`src/iip_defs.svh`:
```
// Constants for the instruction intercept priority unit.
//
// Overview of operation
// - Software interrupt intercept precedes all its exceptions.
// - Software interrupt exit reports its own location.
// - Vectors 0-31 from software interrupts never exception-exit.
// - Cache discard: protection fault before intercept.
// - Pause recognised; guest entry loads filter counter.
// - Pause decrements; exits when count underflows, enabled.
// - Filter limit never written back by hardware.
// - Management interrupt and similar reload pause counter.
// - Feature query bit ten advertises pause filtering.
// - No filter or zero limit: first pause exits.
// - Halt: all exceptions before intercept.
// - Page flushes: all exceptions before intercept.
// - Guest-control instructions: protection fault before intercept.
// - Hypervisor call intercept precedes all exceptions.
// - Unintercepted hypervisor call raises undefined opcode fault.
`ifndef IIP_DEFS_SVH
`define IIP_DEFS_SVH

// ****************************************************************
// Register map, byte addresses
// ****************************************************************
`define IIP_ADDR_W 8
`define IIP_REG_CTRL 8'h00
`define IIP_REG_EXCMASK 8'h04
`define IIP_REG_PFLIMIT 8'h08
`define IIP_REG_PCOUNT 8'h0C
`define IIP_REG_FEATURE 8'h10
`define IIP_REG_EXITINFO 8'h14

// ****************************************************************
// Fields and reset values
// ****************************************************************
`define IIP_CTRL_W 13
`define IIP_CTRL_RST 13'h0040
`define IIP_FEAT_PAUSE_BIT 10
`define IIP_EXC_EXIT_BASE 12'h040
`define IIP_INSTR_EXIT_BASE 12'h070
`define IIP_PAUSE_OPCODE 16'hF390
`define IIP_UD_VECTOR 8'h06
`define IIP_GP_VECTOR 8'h0D
`define IIP_EXC_VEC_LIMIT 8'h20

`endif

```
`src/iip_pkg.sv`:
```
// Types shared by the instruction intercept priority unit.
package iip_pkg;

   // Instruction class; the value is also the intercept enable bit.
   typedef enum logic [3:0] {
      IIP_SOFT_INT = 4'h0,
      IIP_CACHE_DISCARD = 4'h1,
      IIP_PAUSE = 4'h2,
      IIP_HALT = 4'h3,
      IIP_PAGE_FLUSH = 4'h4,
      IIP_TAGGED_FLUSH = 4'h5,
      IIP_GUEST_ENTRY = 4'h6,
      IIP_STATE_LOAD = 4'h7,
      IIP_STATE_SAVE = 4'h8,
      IIP_GIRQ_SET = 4'h9,
      IIP_GIRQ_CLEAR = 4'hA,
      IIP_SECURE_INIT = 4'hB,
      IIP_HYPER_CALL = 4'hC,
      IIP_OTHER = 4'hF
   } iip_instr_type;

   typedef enum logic [3:0] {
      IIP_OUT_COMPLETE = 4'h1,
      IIP_OUT_EXIT = 4'h2,
      IIP_OUT_FAULT = 4'h4,
      IIP_OUT_DISPATCH = 4'h8
   } iip_outcome_type;

   typedef struct packed {
      logic valid;
      iip_instr_type instr;
      logic [15:0] opcode;
      logic gpFault;
      logic excPending;
      logic [7:0] excVector;
      logic [7:0] swVector;
      logic [15:0] codeSel;
      logic [63:0] codeIp;
   } iip_req_type;

   typedef struct packed {
      logic valid;
      iip_outcome_type outcome;
      logic commit;
      logic [11:0] exitCode;
      logic [7:0] vector;
      logic [15:0] codeSel;
      logic [63:0] codeIp;
   } iip_resp_type;

   typedef enum logic [1:0] {
      IIP_BUS_IDLE = 2'b01,
      IIP_BUS_ACK = 2'b10
   } iip_bus_type;

endpackage

```
`src/iip_intercept_unit.sv`:
```
// Intercept priority decision and pause filter counter.
`timescale 1ns/1ns
`include "iip_defs.svh"

module iip_intercept_unit #(
   parameter int CNT_W = 16,
   parameter bit PAUSE_FILTER_EN = 1'b1
) (
   // Clock and reset
   input wire logic clk_sys,
   input wire logic resetn,
   // Avalon-MM register slave
   input wire logic [`IIP_ADDR_W-1:0] address,
   input wire logic read,
   input wire logic write,
   input wire logic [3:0] byteenable,
   input wire logic [31:0] writedata,
   output logic [31:0] readdata,
   output logic waitrequest,
   // Instruction request from the pipeline
   input wire iip_pkg::iip_req_type req,
   // Counter reload events
   input wire logic guestEnter,
   input wire logic reloadEvent,
   // Decision returned to the pipeline
   output iip_pkg::iip_resp_type resp,
   output logic [CNT_W-1:0] pauseCount
);

   // A counter wider than one bus word could not be read back.
   if (CNT_W < 1 || CNT_W > 32) begin : gBadWidth
      $error("CNT_W must be 1 to 32");
   end

   // ****************************************************************
   // State
   // ****************************************************************
   iip_pkg::iip_bus_type busState;
   iip_pkg::iip_bus_type next_busState;
   logic [`IIP_CTRL_W-1:0] ctrl;
   logic [`IIP_CTRL_W-1:0] next_ctrl;
   logic [31:0] excMask;
   logic [31:0] next_excMask;
   logic [CNT_W-1:0] pfLimit;
   logic [CNT_W-1:0] next_pfLimit;
   logic [CNT_W-1:0] next_pauseCount;
   logic [31:0] next_readdata;
   logic next_waitrequest;
   iip_pkg::iip_resp_type next_resp;
   logic [11:0] lastExit;
   logic [11:0] next_lastExit;

   // ****************************************************************
   // Helpers
   // ****************************************************************
   function automatic logic [31:0] merge(input logic [31:0] old,
                                         input logic [31:0] wd,
                                         input logic [3:0] be);
      logic [31:0] r;
      r = old;
      for (int i = 0; i < 4; i++) begin
         if (be[i]) begin
            r[i*8 +: 8] = wd[i*8 +: 8];
         end
      end
      return r;
   endfunction

   logic [31:0] featureWord;
   logic [31:0] pfLimitWide;
   logic [31:0] pauseCountWide;

   always_comb begin
      featureWord = 32'h0000_0000;
      featureWord[`IIP_FEAT_PAUSE_BIT] = PAUSE_FILTER_EN;
      pfLimitWide = 32'h0000_0000;
      pfLimitWide[CNT_W-1:0] = pfLimit;
      pauseCountWide = 32'h0000_0000;
      pauseCountWide[CNT_W-1:0] = pauseCount;
   end

   // ****************************************************************
   // Register bus
   // ****************************************************************
   // Every access takes exactly one wait cycle, so read data is always
   // captured from stable state one edge before the master takes it.
   logic [31:0] wordNew;

   always_comb begin
      next_busState = busState;
      next_waitrequest = 1'b1;
      next_readdata = readdata;
      next_ctrl = ctrl;
      next_excMask = excMask;
      next_pfLimit = pfLimit;
      wordNew = 32'h0000_0000;
      case (busState)
         iip_pkg::IIP_BUS_IDLE: begin
            if (read || write) begin
               next_busState = iip_pkg::IIP_BUS_ACK;
               next_waitrequest = 1'b0;
               next_readdata = 32'h0000_0000;
               if (read) begin
                  case (address)
                     `IIP_REG_CTRL: begin
                        next_readdata[`IIP_CTRL_W-1:0] = ctrl;
                     end
                     `IIP_REG_EXCMASK: next_readdata = excMask;
                     `IIP_REG_PFLIMIT: next_readdata = pfLimitWide;
                     `IIP_REG_PCOUNT: next_readdata = pauseCountWide;
                     `IIP_REG_FEATURE: next_readdata = featureWord;
                     `IIP_REG_EXITINFO: begin
                        next_readdata[11:0] = lastExit;
                     end
                     default: next_readdata = 32'h0000_0000;
                  endcase
               end
            end
         end
         iip_pkg::IIP_BUS_ACK: begin
            next_busState = iip_pkg::IIP_BUS_IDLE;
            if (write) begin
               case (address)
                  `IIP_REG_CTRL: begin
                     wordNew = merge({19'h0, ctrl}, writedata, byteenable);
                     next_ctrl = wordNew[`IIP_CTRL_W-1:0];
                  end
                  `IIP_REG_EXCMASK: begin
                     next_excMask = merge(excMask, writedata, byteenable);
                  end
                  `IIP_REG_PFLIMIT: begin
                     wordNew = merge(pfLimitWide, writedata, byteenable);
                     next_pfLimit = wordNew[CNT_W-1:0];
                  end
                  default: wordNew = 32'h0000_0000;
               endcase
            end
         end
         default: next_busState = iip_pkg::IIP_BUS_IDLE;
      endcase
   end

   always_ff @(posedge clk_sys) begin
      if (!resetn) begin
         busState <= iip_pkg::IIP_BUS_IDLE;
         waitrequest <= 1'b1;
         readdata <= 32'h0000_0000;
         ctrl <= `IIP_CTRL_RST;
         excMask <= 32'h0000_0000;
         pfLimit <= '0;
      end else begin
         busState <= next_busState;
         waitrequest <= next_waitrequest;
         readdata <= next_readdata;
         ctrl <= next_ctrl;
         excMask <= next_excMask;
         pfLimit <= next_pfLimit;
      end
   end

   // ****************************************************************
   // Intercept decision
   // ****************************************************************
   logic icptEn;
   logic pauseHit;
   logic [11:0] instrExit;
   logic [15:0] ctrlWide;

   always_comb begin
      // Classes without an enable bit index zeros, never past the end.
      ctrlWide = 16'h0000;
      ctrlWide[`IIP_CTRL_W-1:0] = ctrl;
      icptEn = ctrlWide[req.instr];
      instrExit = `IIP_INSTR_EXIT_BASE + {8'h00, req.instr};
      pauseHit = 1'b0;
      next_pauseCount = pauseCount;
      next_lastExit = lastExit;
      next_resp = '0;
      next_resp.valid = req.valid;
      next_resp.outcome = iip_pkg::IIP_OUT_COMPLETE;
      next_resp.commit = 1'b1;
      next_resp.codeSel = req.codeSel;
      next_resp.codeIp = req.codeIp;
      if (req.valid) begin
         case (req.instr)
            iip_pkg::IIP_SOFT_INT: begin
               if (icptEn) begin
                  next_resp.outcome = iip_pkg::IIP_OUT_EXIT;
               end else if (req.excPending) begin
                  next_resp.outcome = iip_pkg::IIP_OUT_FAULT;
                  next_resp.vector = req.excVector;
               end else begin
                  next_resp.outcome = iip_pkg::IIP_OUT_DISPATCH;
                  next_resp.vector = req.swVector;
               end
            end
            iip_pkg::IIP_PAUSE: begin
               if (req.opcode == `IIP_PAUSE_OPCODE) begin
                  // Zero count or no filter exits.
                  pauseHit = !PAUSE_FILTER_EN || pauseCount == '0;
                  if (!pauseHit) begin
                     next_pauseCount = pauseCount - 1'b1;
                  end
                  if (pauseHit && icptEn) begin
                     next_resp.outcome = iip_pkg::IIP_OUT_EXIT;
                  end
               end
            end
            iip_pkg::IIP_CACHE_DISCARD, iip_pkg::IIP_GUEST_ENTRY,
            iip_pkg::IIP_STATE_LOAD, iip_pkg::IIP_STATE_SAVE,
            iip_pkg::IIP_GIRQ_SET, iip_pkg::IIP_GIRQ_CLEAR,
            iip_pkg::IIP_SECURE_INIT: begin
               if (req.gpFault) begin
                  next_resp.outcome = iip_pkg::IIP_OUT_FAULT;
                  next_resp.vector = `IIP_GP_VECTOR;
               end else if (icptEn) begin
                  next_resp.outcome = iip_pkg::IIP_OUT_EXIT;
               end else if (req.excPending) begin
                  next_resp.outcome = iip_pkg::IIP_OUT_FAULT;
                  next_resp.vector = req.excVector;
               end
            end
            iip_pkg::IIP_HALT, iip_pkg::IIP_PAGE_FLUSH,
            iip_pkg::IIP_TAGGED_FLUSH: begin
               if (req.gpFault) begin
                  next_resp.outcome = iip_pkg::IIP_OUT_FAULT;
                  next_resp.vector = `IIP_GP_VECTOR;
               end else if (req.excPending) begin
                  next_resp.outcome = iip_pkg::IIP_OUT_FAULT;
                  next_resp.vector = req.excVector;
               end else if (icptEn) begin
                  next_resp.outcome = iip_pkg::IIP_OUT_EXIT;
               end
            end
            iip_pkg::IIP_HYPER_CALL: begin
               if (icptEn) begin
                  next_resp.outcome = iip_pkg::IIP_OUT_EXIT;
               end else begin
                  next_resp.outcome = iip_pkg::IIP_OUT_FAULT;
                  next_resp.vector = `IIP_UD_VECTOR;
               end
            end
            default: begin
               if (req.gpFault) begin
                  next_resp.outcome = iip_pkg::IIP_OUT_FAULT;
                  next_resp.vector = `IIP_GP_VECTOR;
               end else if (req.excPending) begin
                  next_resp.outcome = iip_pkg::IIP_OUT_FAULT;
                  next_resp.vector = req.excVector;
               end
            end
         endcase
         // Raised exceptions may themselves be intercepted by vector.
         // A software interrupt's own events bypass the mask.
         if (next_resp.outcome == iip_pkg::IIP_OUT_FAULT &&
             req.instr != iip_pkg::IIP_SOFT_INT &&
             next_resp.vector < `IIP_EXC_VEC_LIMIT &&
             excMask[next_resp.vector[4:0]]) begin
            next_resp.outcome = iip_pkg::IIP_OUT_EXIT;
            next_resp.exitCode = `IIP_EXC_EXIT_BASE +
                                 {4'h0, next_resp.vector};
         end else if (next_resp.outcome == iip_pkg::IIP_OUT_EXIT) begin
            next_resp.exitCode = instrExit;
         end
         // Exit or fault leaves no effect.
         if (next_resp.outcome == iip_pkg::IIP_OUT_EXIT ||
             next_resp.outcome == iip_pkg::IIP_OUT_FAULT) begin
            next_resp.commit = 1'b0;
         end
         if (next_resp.outcome == iip_pkg::IIP_OUT_EXIT) begin
            next_lastExit = next_resp.exitCode;
         end
      end
      // Reload from the limit copy.
      // The limit register itself is only ever written by software.
      // Counter changes, limit does not.
      if (guestEnter || reloadEvent) begin
         next_pauseCount = pfLimit;
      end
   end

   always_ff @(posedge clk_sys) begin
      if (!resetn) begin
         resp <= '0;
         pauseCount <= '0;
         lastExit <= 12'h000;
      end else begin
         resp <= next_resp;
         pauseCount <= next_pauseCount;
         lastExit <= next_lastExit;
      end
   end

endmodule

```
`config.mk`:
```
export PLATFORM = sky130hd
export DESIGN_NAME = iip_intercept_unit
export DESIGN_NICKNAME = d
export VERILOG_FILES = /design/src/iip_pkg.sv /design/src/iip_intercept_unit.sv
export VERILOG_INCLUDE_DIRS = /design/src
export SDC_FILE = /design/constraint.sdc
export NUM_CORES = 1
export LEC_CHECK = 0
export ABC_AREA = 1
export ABC_CLOCK_PERIOD_IN_PS = 5000
export BUFFER_PORTS_ARGS = -buffer_cell sky130_fd_sc_hd__buf_4
export CORE_MARGIN = 3
export CORE_UTILIZATION = 54
export CTS_BUF_LIST = sky130_fd_sc_hd__clkbuf_4 sky130_fd_sc_hd__clkbuf_8 sky130_fd_sc_hd__clkbuf_16
export CTS_CLUSTER_SIZE = 12
export DETAILED_ROUTE_END_ITERATION = 8
export GPL_TIMING_DRIVEN = 0
export PLACE_DENSITY = 0.93
export SLEW_MARGIN = 20
export SYNTH_ARGS = -nofsm -noshare
export SYNTH_HDL_FRONTEND = slang
export SYNTH_SLANG_ARGS = --single-unit
export TNS_END_PERCENT = 10
```
`constraint.sdc`:
```
create_clock -name clk_sys -period 5 [get_ports clk_sys]
set_input_delay 0.5 -clock clk_sys [delete_from_list [all_inputs] [get_ports clk_sys]]
set_output_delay 0.5 -clock clk_sys [all_outputs]
set_load 0.02 [all_outputs]
```
Word level (Yosys, flattened, before mapping)
Index checks and enable logic that the tools add are counted.
W data, S select, Z words.
{"block": "totals", "register_bits": 230, "in_bits": 169, "out_inout_bits": 155, "elab_cells": 124}
{"block": "op_classes", "n_addsub": 3, "n_lt_le_gt_ge": 3, "eq_ne": 25, "mux": 43, "n_reduce_logical": 29}
{"operator": "$mux W16", "count": 5}
{"operator": "$pmux W12 S6", "count": 1}
{"operator": "$mux W8", "count": 8}
{"operator": "$pmux W19 S3", "count": 1}
{"operator": "$reduce_and A4 Y1", "count": 9}
{"operator": "$mux W32", "count": 1}
{"operator": "$pmux W8 S4", "count": 1}
{"operator": "$eq A4 B3 Y1 const B", "count": 6}
{"operator": "$mux W4", "count": 6}
{"operator": "$mux W22", "count": 1}
{"operator": "$mux W3", "count": 7}
{"operator": "$eq A4 B4 Y1 const B", "count": 5}
{"operator": "$pmux W4 S5", "count": 1}
{"operator": "$eq A16 B16 Y1 const B", "count": 1}
{"operator": "$eq A4 B2 Y1 const B", "count": 4}
{"operator": "$eq A8 B4 Y1 const B", "count": 2}
{"operator": "$eq A8 B5 Y1 const B", "count": 2}
{"operator": "$logic_not A16 Y1", "count": 1}
{"operator": "$sub A16 B1 Y16 const B", "count": 1}
{"operator": "$add A7 B8 Y9 const A", "count": 1}
{"operator": "$mux W9", "count": 1}
{"operator": "$add A7 B4 Y8 const A", "count": 1}
{"operator": "$eq A8 B3 Y1 const B", "count": 1}
{"operator": "$logic_not A8 Y1", "count": 1}
{"operator": "20 further kinds", "count": 35}

Depth between registers and ports, before layout
{"block": "depth", "word_depth": 17, "ltp_mapped": 27, "ltp_nobuf": 24}

Worst setup path after synthesis
No wires, ideal clock.
{"block": "synth_timing", "path_type": "input to register", "startpoint": "in req[114] (netlist bit)", "endpoint": "reg lastExit[0]", "setup_ns": 0.114, "arrival_ns": 2.483, "required_time_ns": 4.886, "setup_slack_ns": 2.403, "path_stages": 27, "path_buffers": 3, "cell_sequence": "buf_4 inv_2 buf_6 nand2_1 nand2_1 nand2_1 nand2_1 nand2_1 nand2_1 inv_2 nand3_1 nand2_1 nand2_2 nand3_4 buf_8 nand2_1 nand3_1 nand3_1 nand3_1 nand2_1 nand2_4 nand3_4 nand2_4 nand2_4 nand2_1 nand2_1 nor2_2"}
{"block": "synth_between", "elab_chain_cells": 15, "word_cells_on_any_way": 52, "classes_between": "2 x add/sub; 1 x order compare; 15 x eq/ne; 25 x mux; 9 x reduce/logical"}
{"element": "start: declaration", "line_no": "iip_intercept_unit.sv:21", "source": "input wire iip_pkg::iip_req_type req,"}
{"element": "branches (longest 15 deep; another with $lt A8 B6 Y1)"}
{"element": "end signal: assignment", "line_no": "iip_intercept_unit.sv:290", "source": "lastExit <= next_lastExit;"}
{"element": "end: declaration", "line_no": "iip_intercept_unit.sv:50", "source": "logic [11:0] lastExit;"}
Several ways; the timed one is not identified. The select of a mux whose other input is x is not followed.
A chain may end at the register's enable or synchronous reset.

Worst setup path after layout
{"block": "layout_timing", "startpoint": "reg ctrl[5]", "endpoint": "reg lastExit[6]"}
{"block": "layout_between", "elab_chain_cells": 15, "word_cells_on_any_way": 35, "classes_between": "1 x add/sub; 1 x order compare; 3 x eq/ne; 25 x mux; 5 x reduce/logical"}
{"element": "start: declaration", "line_no": "iip_intercept_unit.sv:40", "source": "logic [`IIP_CTRL_W-1:0] ctrl;"}
{"element": "start signal: assignment", "line_no": "iip_intercept_unit.sv:148", "source": "ctrl <= `IIP_CTRL_RST;"}
{"element": "start signal: assignment", "line_no": "iip_intercept_unit.sv:155", "source": "ctrl <= next_ctrl;"}
{"element": "$bmux W1 S4 (*)", "line_no": "iip_intercept_unit.sv:173", "source": "icptEn = ctrlWide[req.instr];"}
{"element": "$mux W1 (implied by the code) (*)", "line_no": "iip_intercept_unit.sv:173"}
{"element": "branches (longest 13 deep; another with $lt A8 B6 Y1)"}
Every way passes the cells marked *. The select of a mux whose other input is x is not followed.

==> run_results.csv <==
group,metric,value,unit
clocking,htree_levels,1,
placement,detailed_placer_s_ending_hpwl,23950,µm
power,power.density,318.3,mW/mm²
floorplanning,num_rows,47,
clocking,clock_network_latency_to_the_later_pin_of_the_worst_skew_pair,530,ps
setup_path,crit_buf_inv,3,
logic_synthesis,yosysSeqAreaShare,0.4822,
worst_hold_path,path_category_of_the_worst_min_delay_check,"in2reg",
floorplanning,floorplan.io_pins,324,
timing,totalNegativeSetupSlack,0,ps
placement,finalWeightedCongestion,0.9451,
timing,slew_viol_final,0,
setup_path,arrival,3170,ps
worst_hold_path,hold_depth,3,
timing,max_freq,0.3635,GHz
setup_path,worst-r2r-cell-count,21,
timing,finalHoldViolations,0,
routing,detailedRoute.firstPassIterationCount,6,
logic_synthesis,number_of_storage_elements_in_the_synthesis_netlist,224,
routing,detail_route.iter0.violations,902,
timing,relSlewSlack,0.3024,
setup_path,slowest_delay,390,ps
routing,number_of_remaining_drc_errors,0,
setup_path,crit-reg2reg-capture,"lastExit[6]",
global_routing,first_global_vias,9261,
global_routing,wire_length_of_the_first_global_routing_pass,47130,µm
placement,place.port_buffers,316,
setup_path,family_of_cells_with_the_greatest_summed_delay_on_the_critical_path,"simple AND/OR/NAND/NOR gates",
final_layout,final_layout_size_suffix_gt1_frac,0.2486,
setup_path,critPathLaunch,"ctrl[5]",
logic_synthesis,ys.flop_type,"dfxtp_1",
logic_synthesis,syn_area_per_cell,7.375,µm²
logic_synthesis,syn-instance-count,1261,
global_routing,remaining_overflow_grt,0,
logic_synthesis,postSynth.asyncResetShare,0,
clocking,cts_hold_buffers,0,
status,status,"completed",
routing,routed_wire_length_per_instance,17.21,µm
clocking,clkTransAtPathRegs,60,ps
setup_path,critical_path.endpoint_type,"flop",
floorplanning,fp.dieArea,0.01883,mm²
routing,detailroute.via_count,9763,
setup_path,crit_top_cell,"nand2_1",
timing,grt_setup_unrepaired,"no",
setup_path,worst_setup_path_endpoint,"lastExit[6]",
clocking,post-cts-setup-buffers,0,
logic_synthesis,netlist.top_cell.by_area,"dfxtp_1",
timing,post-route-min-period,2751,ps
final_layout,antennaDiodeCount,0,
clocking,cts-root-buf,"clkbuf_16",
floorplanning,die_width,137.2,µm
timing,tightestPinTransition,1044,ps
timing,layout_worst_path_cycle_share,0.5502,
routing,route.antenna.remaining_nets,0,
setup_path,path_cells,"nand2_1 -> nand2_1 -> nand2_1 -> nand2_1 -> nand2_1 -> nand2_1 -> inv_2 -> nand2_4 -> a21oi_1 -> inv_1 -> nand2_1 -> a21oi_1 -> inv_1 -> nand3_1 -> nand2_1 -> nand2_4 -> nand2_1 -> nor2_2 -> nand4_1 -> nand2_1 -> nor2_1",
final_layout,final_net_count,1777,
final_layout,synthToLayoutAreaGrowth,36.28,%
final_layout,postLayoutCoreUtil,0.7589,
clocking,cts_buffer_depth,3,
logic_synthesis,ys_top_cells_by_area,"dfxtp_1 48%, nand2_1 12%, inv_1 8.8%, a21oi_1 5.8%, o21ai_0 3.6%",
setup_path,worst_path_fanout_max,10,
clocking,post_cts_sizing_count,0,
routing,route.detailed.vias_per_inst,5.315,
floorplanning,die_y,137.2,µm
global_routing,globalRouteTotalUtil,0.3199,
setup_path,worst_setup_slack_for_register_to_register_paths,2250,ps
logic_synthesis,synth.lib_cells_used.distinct,46,
timing,clock-skew-final,12.08,ps
power,vdd.ir_drop.worst,0.0003231,V
logic_synthesis,syn-cell-area,0.009300,mm²
worst_hold_path,worstHoldStart,"req[36]",
run,drv_cap,0,
clocking,tritoncts,"built",
logic_synthesis,share_of_the_synthesized_area_in_the_top_cell_type,0.4822,
routing,routed_wirelength,31610,µm
setup_path,timing.critical_path.depth,21,
logic_synthesis,synth_enable_flop_cells,0,
setup_path,worstSetupPathType,"reg2reg",
setup_path,timing.critical_path.required,5410,ps
clocking,numCtsBuffers,24,
setup_path,timing.rr.start,"ctrl[5]",
timing,report.final.setup_viol,0,
setup_path,worstSetupStartpointType,"flop",
global_routing,grt_start_max_net_pins,13,
setup_path,timing.critical_path.slowest_stage_cell,"dfxtp_1",
floorplanning,core_area,0.01670,mm²
floorplanning,start_util,0.5569,
clocking,clock_sink_count,224,
global_routing,grt_antenna_before_repair,1,
logic_synthesis,synthesis.yosys.warnings,0,
power,power.leakage,6.196,nW
-- tightest hold or removal path, stage by stage --
cell	delay (ps)
buf_4	70
nand2_1	40
inv_1	40
-- cells in the final DEF (no fill, tap or decap), types with 2 or more instances in the layout --
cell type  netlist  layout
a211oi_1        18      18
a21oi_1        107     107
a21oi_2          2       2
a221oi_1         2       2
a22oi_1         10      10
a31oi_1          2       2
buf_1            2       2
buf_2            2       2
buf_4            7     323
clkbuf_1        39      39
clkbuf_16        0      24
clkbuf_4         0       6
clkbuf_8         0       2
clkinv_2         0       4
conb_1           1       3
dfxtp_1        224     224
ha_1             3       3
inv_1          217     217
inv_2            8       8
nand2_1        285     285
nand2_2          4       4
nand2_4          6       6
nand3_1         54      54
nand3_4          2       2
nand4_1         34      34
nor2_1          87      87
nor2_2           6       6
nor3_1          11      11
nor4_1           6       6
o211ai_1         2       2
o21a_1           3       3
o21ai_0         66      66
o21ai_1          4       4
o21ai_2          2       2
o221ai_1         8       8
o22ai_1         14      14
xor2_1          10      10
-- cell usage after synthesis, types with 3 or more instances --
master    count
nor3_1       11
a211oi_1     18
o221ai_1      8
buf_4         7
inv_1       217
nor2_1       87
nand4_1      34
nand3_1      54
o21ai_0      66
nand2_2       4
o21ai_1       4
nor2_2        6
nand2_4       6
clkbuf_1     39
nand2_1     285
ha_1          3
inv_2         8
nor4_1        6
dfxtp_1     224
o22ai_1      14
o21a_1        3
a21oi_1     107
xor2_1       10
a22oi_1      10
-- how the worst min path moves through the flow --
stage               slack, ps            to
finish                    150      resp[36]
global route              160      resp[36]
CTS                       140      resp[28]
detailed placement        460  readdata[27]
global placement          450   pfLimit[12]
floorplan                 440   pfLimit[12]
-- flip-flops by register name, indices dropped and copies added, names as in the netlist --
| signal | count |
|---|---|
| waitrequest | 1 |
| pfLimit | 16 |
| resp | 103 |
| lastExit | 9 |
| pauseCount | 16 |
| ctrl | 13 |
| excMask | 32 |
| readdata | 32 |
| busState | 2 |
-- final cells by class --
| class | instances | area, µm² |
|---|---|---|
| well taps | 220 | 275.3 |
| repair buffers | 316 | 2372 |
| clock buffers | 32 | 673.1 |
| multi-input cells | 760 | 3727 |
| fillers | 1173 | 4026 |
| inverters | 227 | 854.6 |
| flip-flops and latches | 224 | 4484 |
| plain buffers | 52 | 242.7 |
| clock inverters | 6 | 45.04 |
-- metal layers --
metal | track usage | vias up | share of wire
met5 | 0 | - | 0.00032
met4 | 0.1846 | 2 | 0.064
met3 | 0.07487 | 119 | 0.094
met2 | 0.5572 | 533 | 0.48
met1 | 0.3570 | 4392 | 0.36
li1 | - | 4717 | -
-- power breakdown --
group	leakage (nW)	switching, mW	internal [mW]
registers	1.83	0.0188	1.84
clock network	0.364	0.706	0.940
logic	4.00	0.320	0.213
-- through the flow --
| stage | std cells | power [mW] | area (µm²) | hold slack, ps | setup WS [ps] |
|---|---|---|---|---|---|
| after floorplan | 1263 | 2.162 | 9308 | 435.9 | 2403 |
| after global placement | 1799 | 2.400 | 11960 | 454.7 | 1821 |
| after detailed placement | 1799 | 2.414 | 11960 | 457.9 | 1875 |
| after CTS | 1837 | 4.035 | 12670 | 144.0 | 2294 |
| after global routing | 1837 | 4.156 | 12670 | 157.1 | 1979 |
| final | 1837 | 4.035 | 12670 | 150.7 | 2249 |
-- kinds of logic after synthesis --
group	share of synthesized area
AOI/OAI and AO/OA	0.1519
and+or+nand+nor	0.2341
DFF	0.4822
other	0.0004032
xor gates and xnor gates	0.009417
adders and majority gates	0.004036
buffers and inverters	0.1180
(Power assumes the default switching activity.)
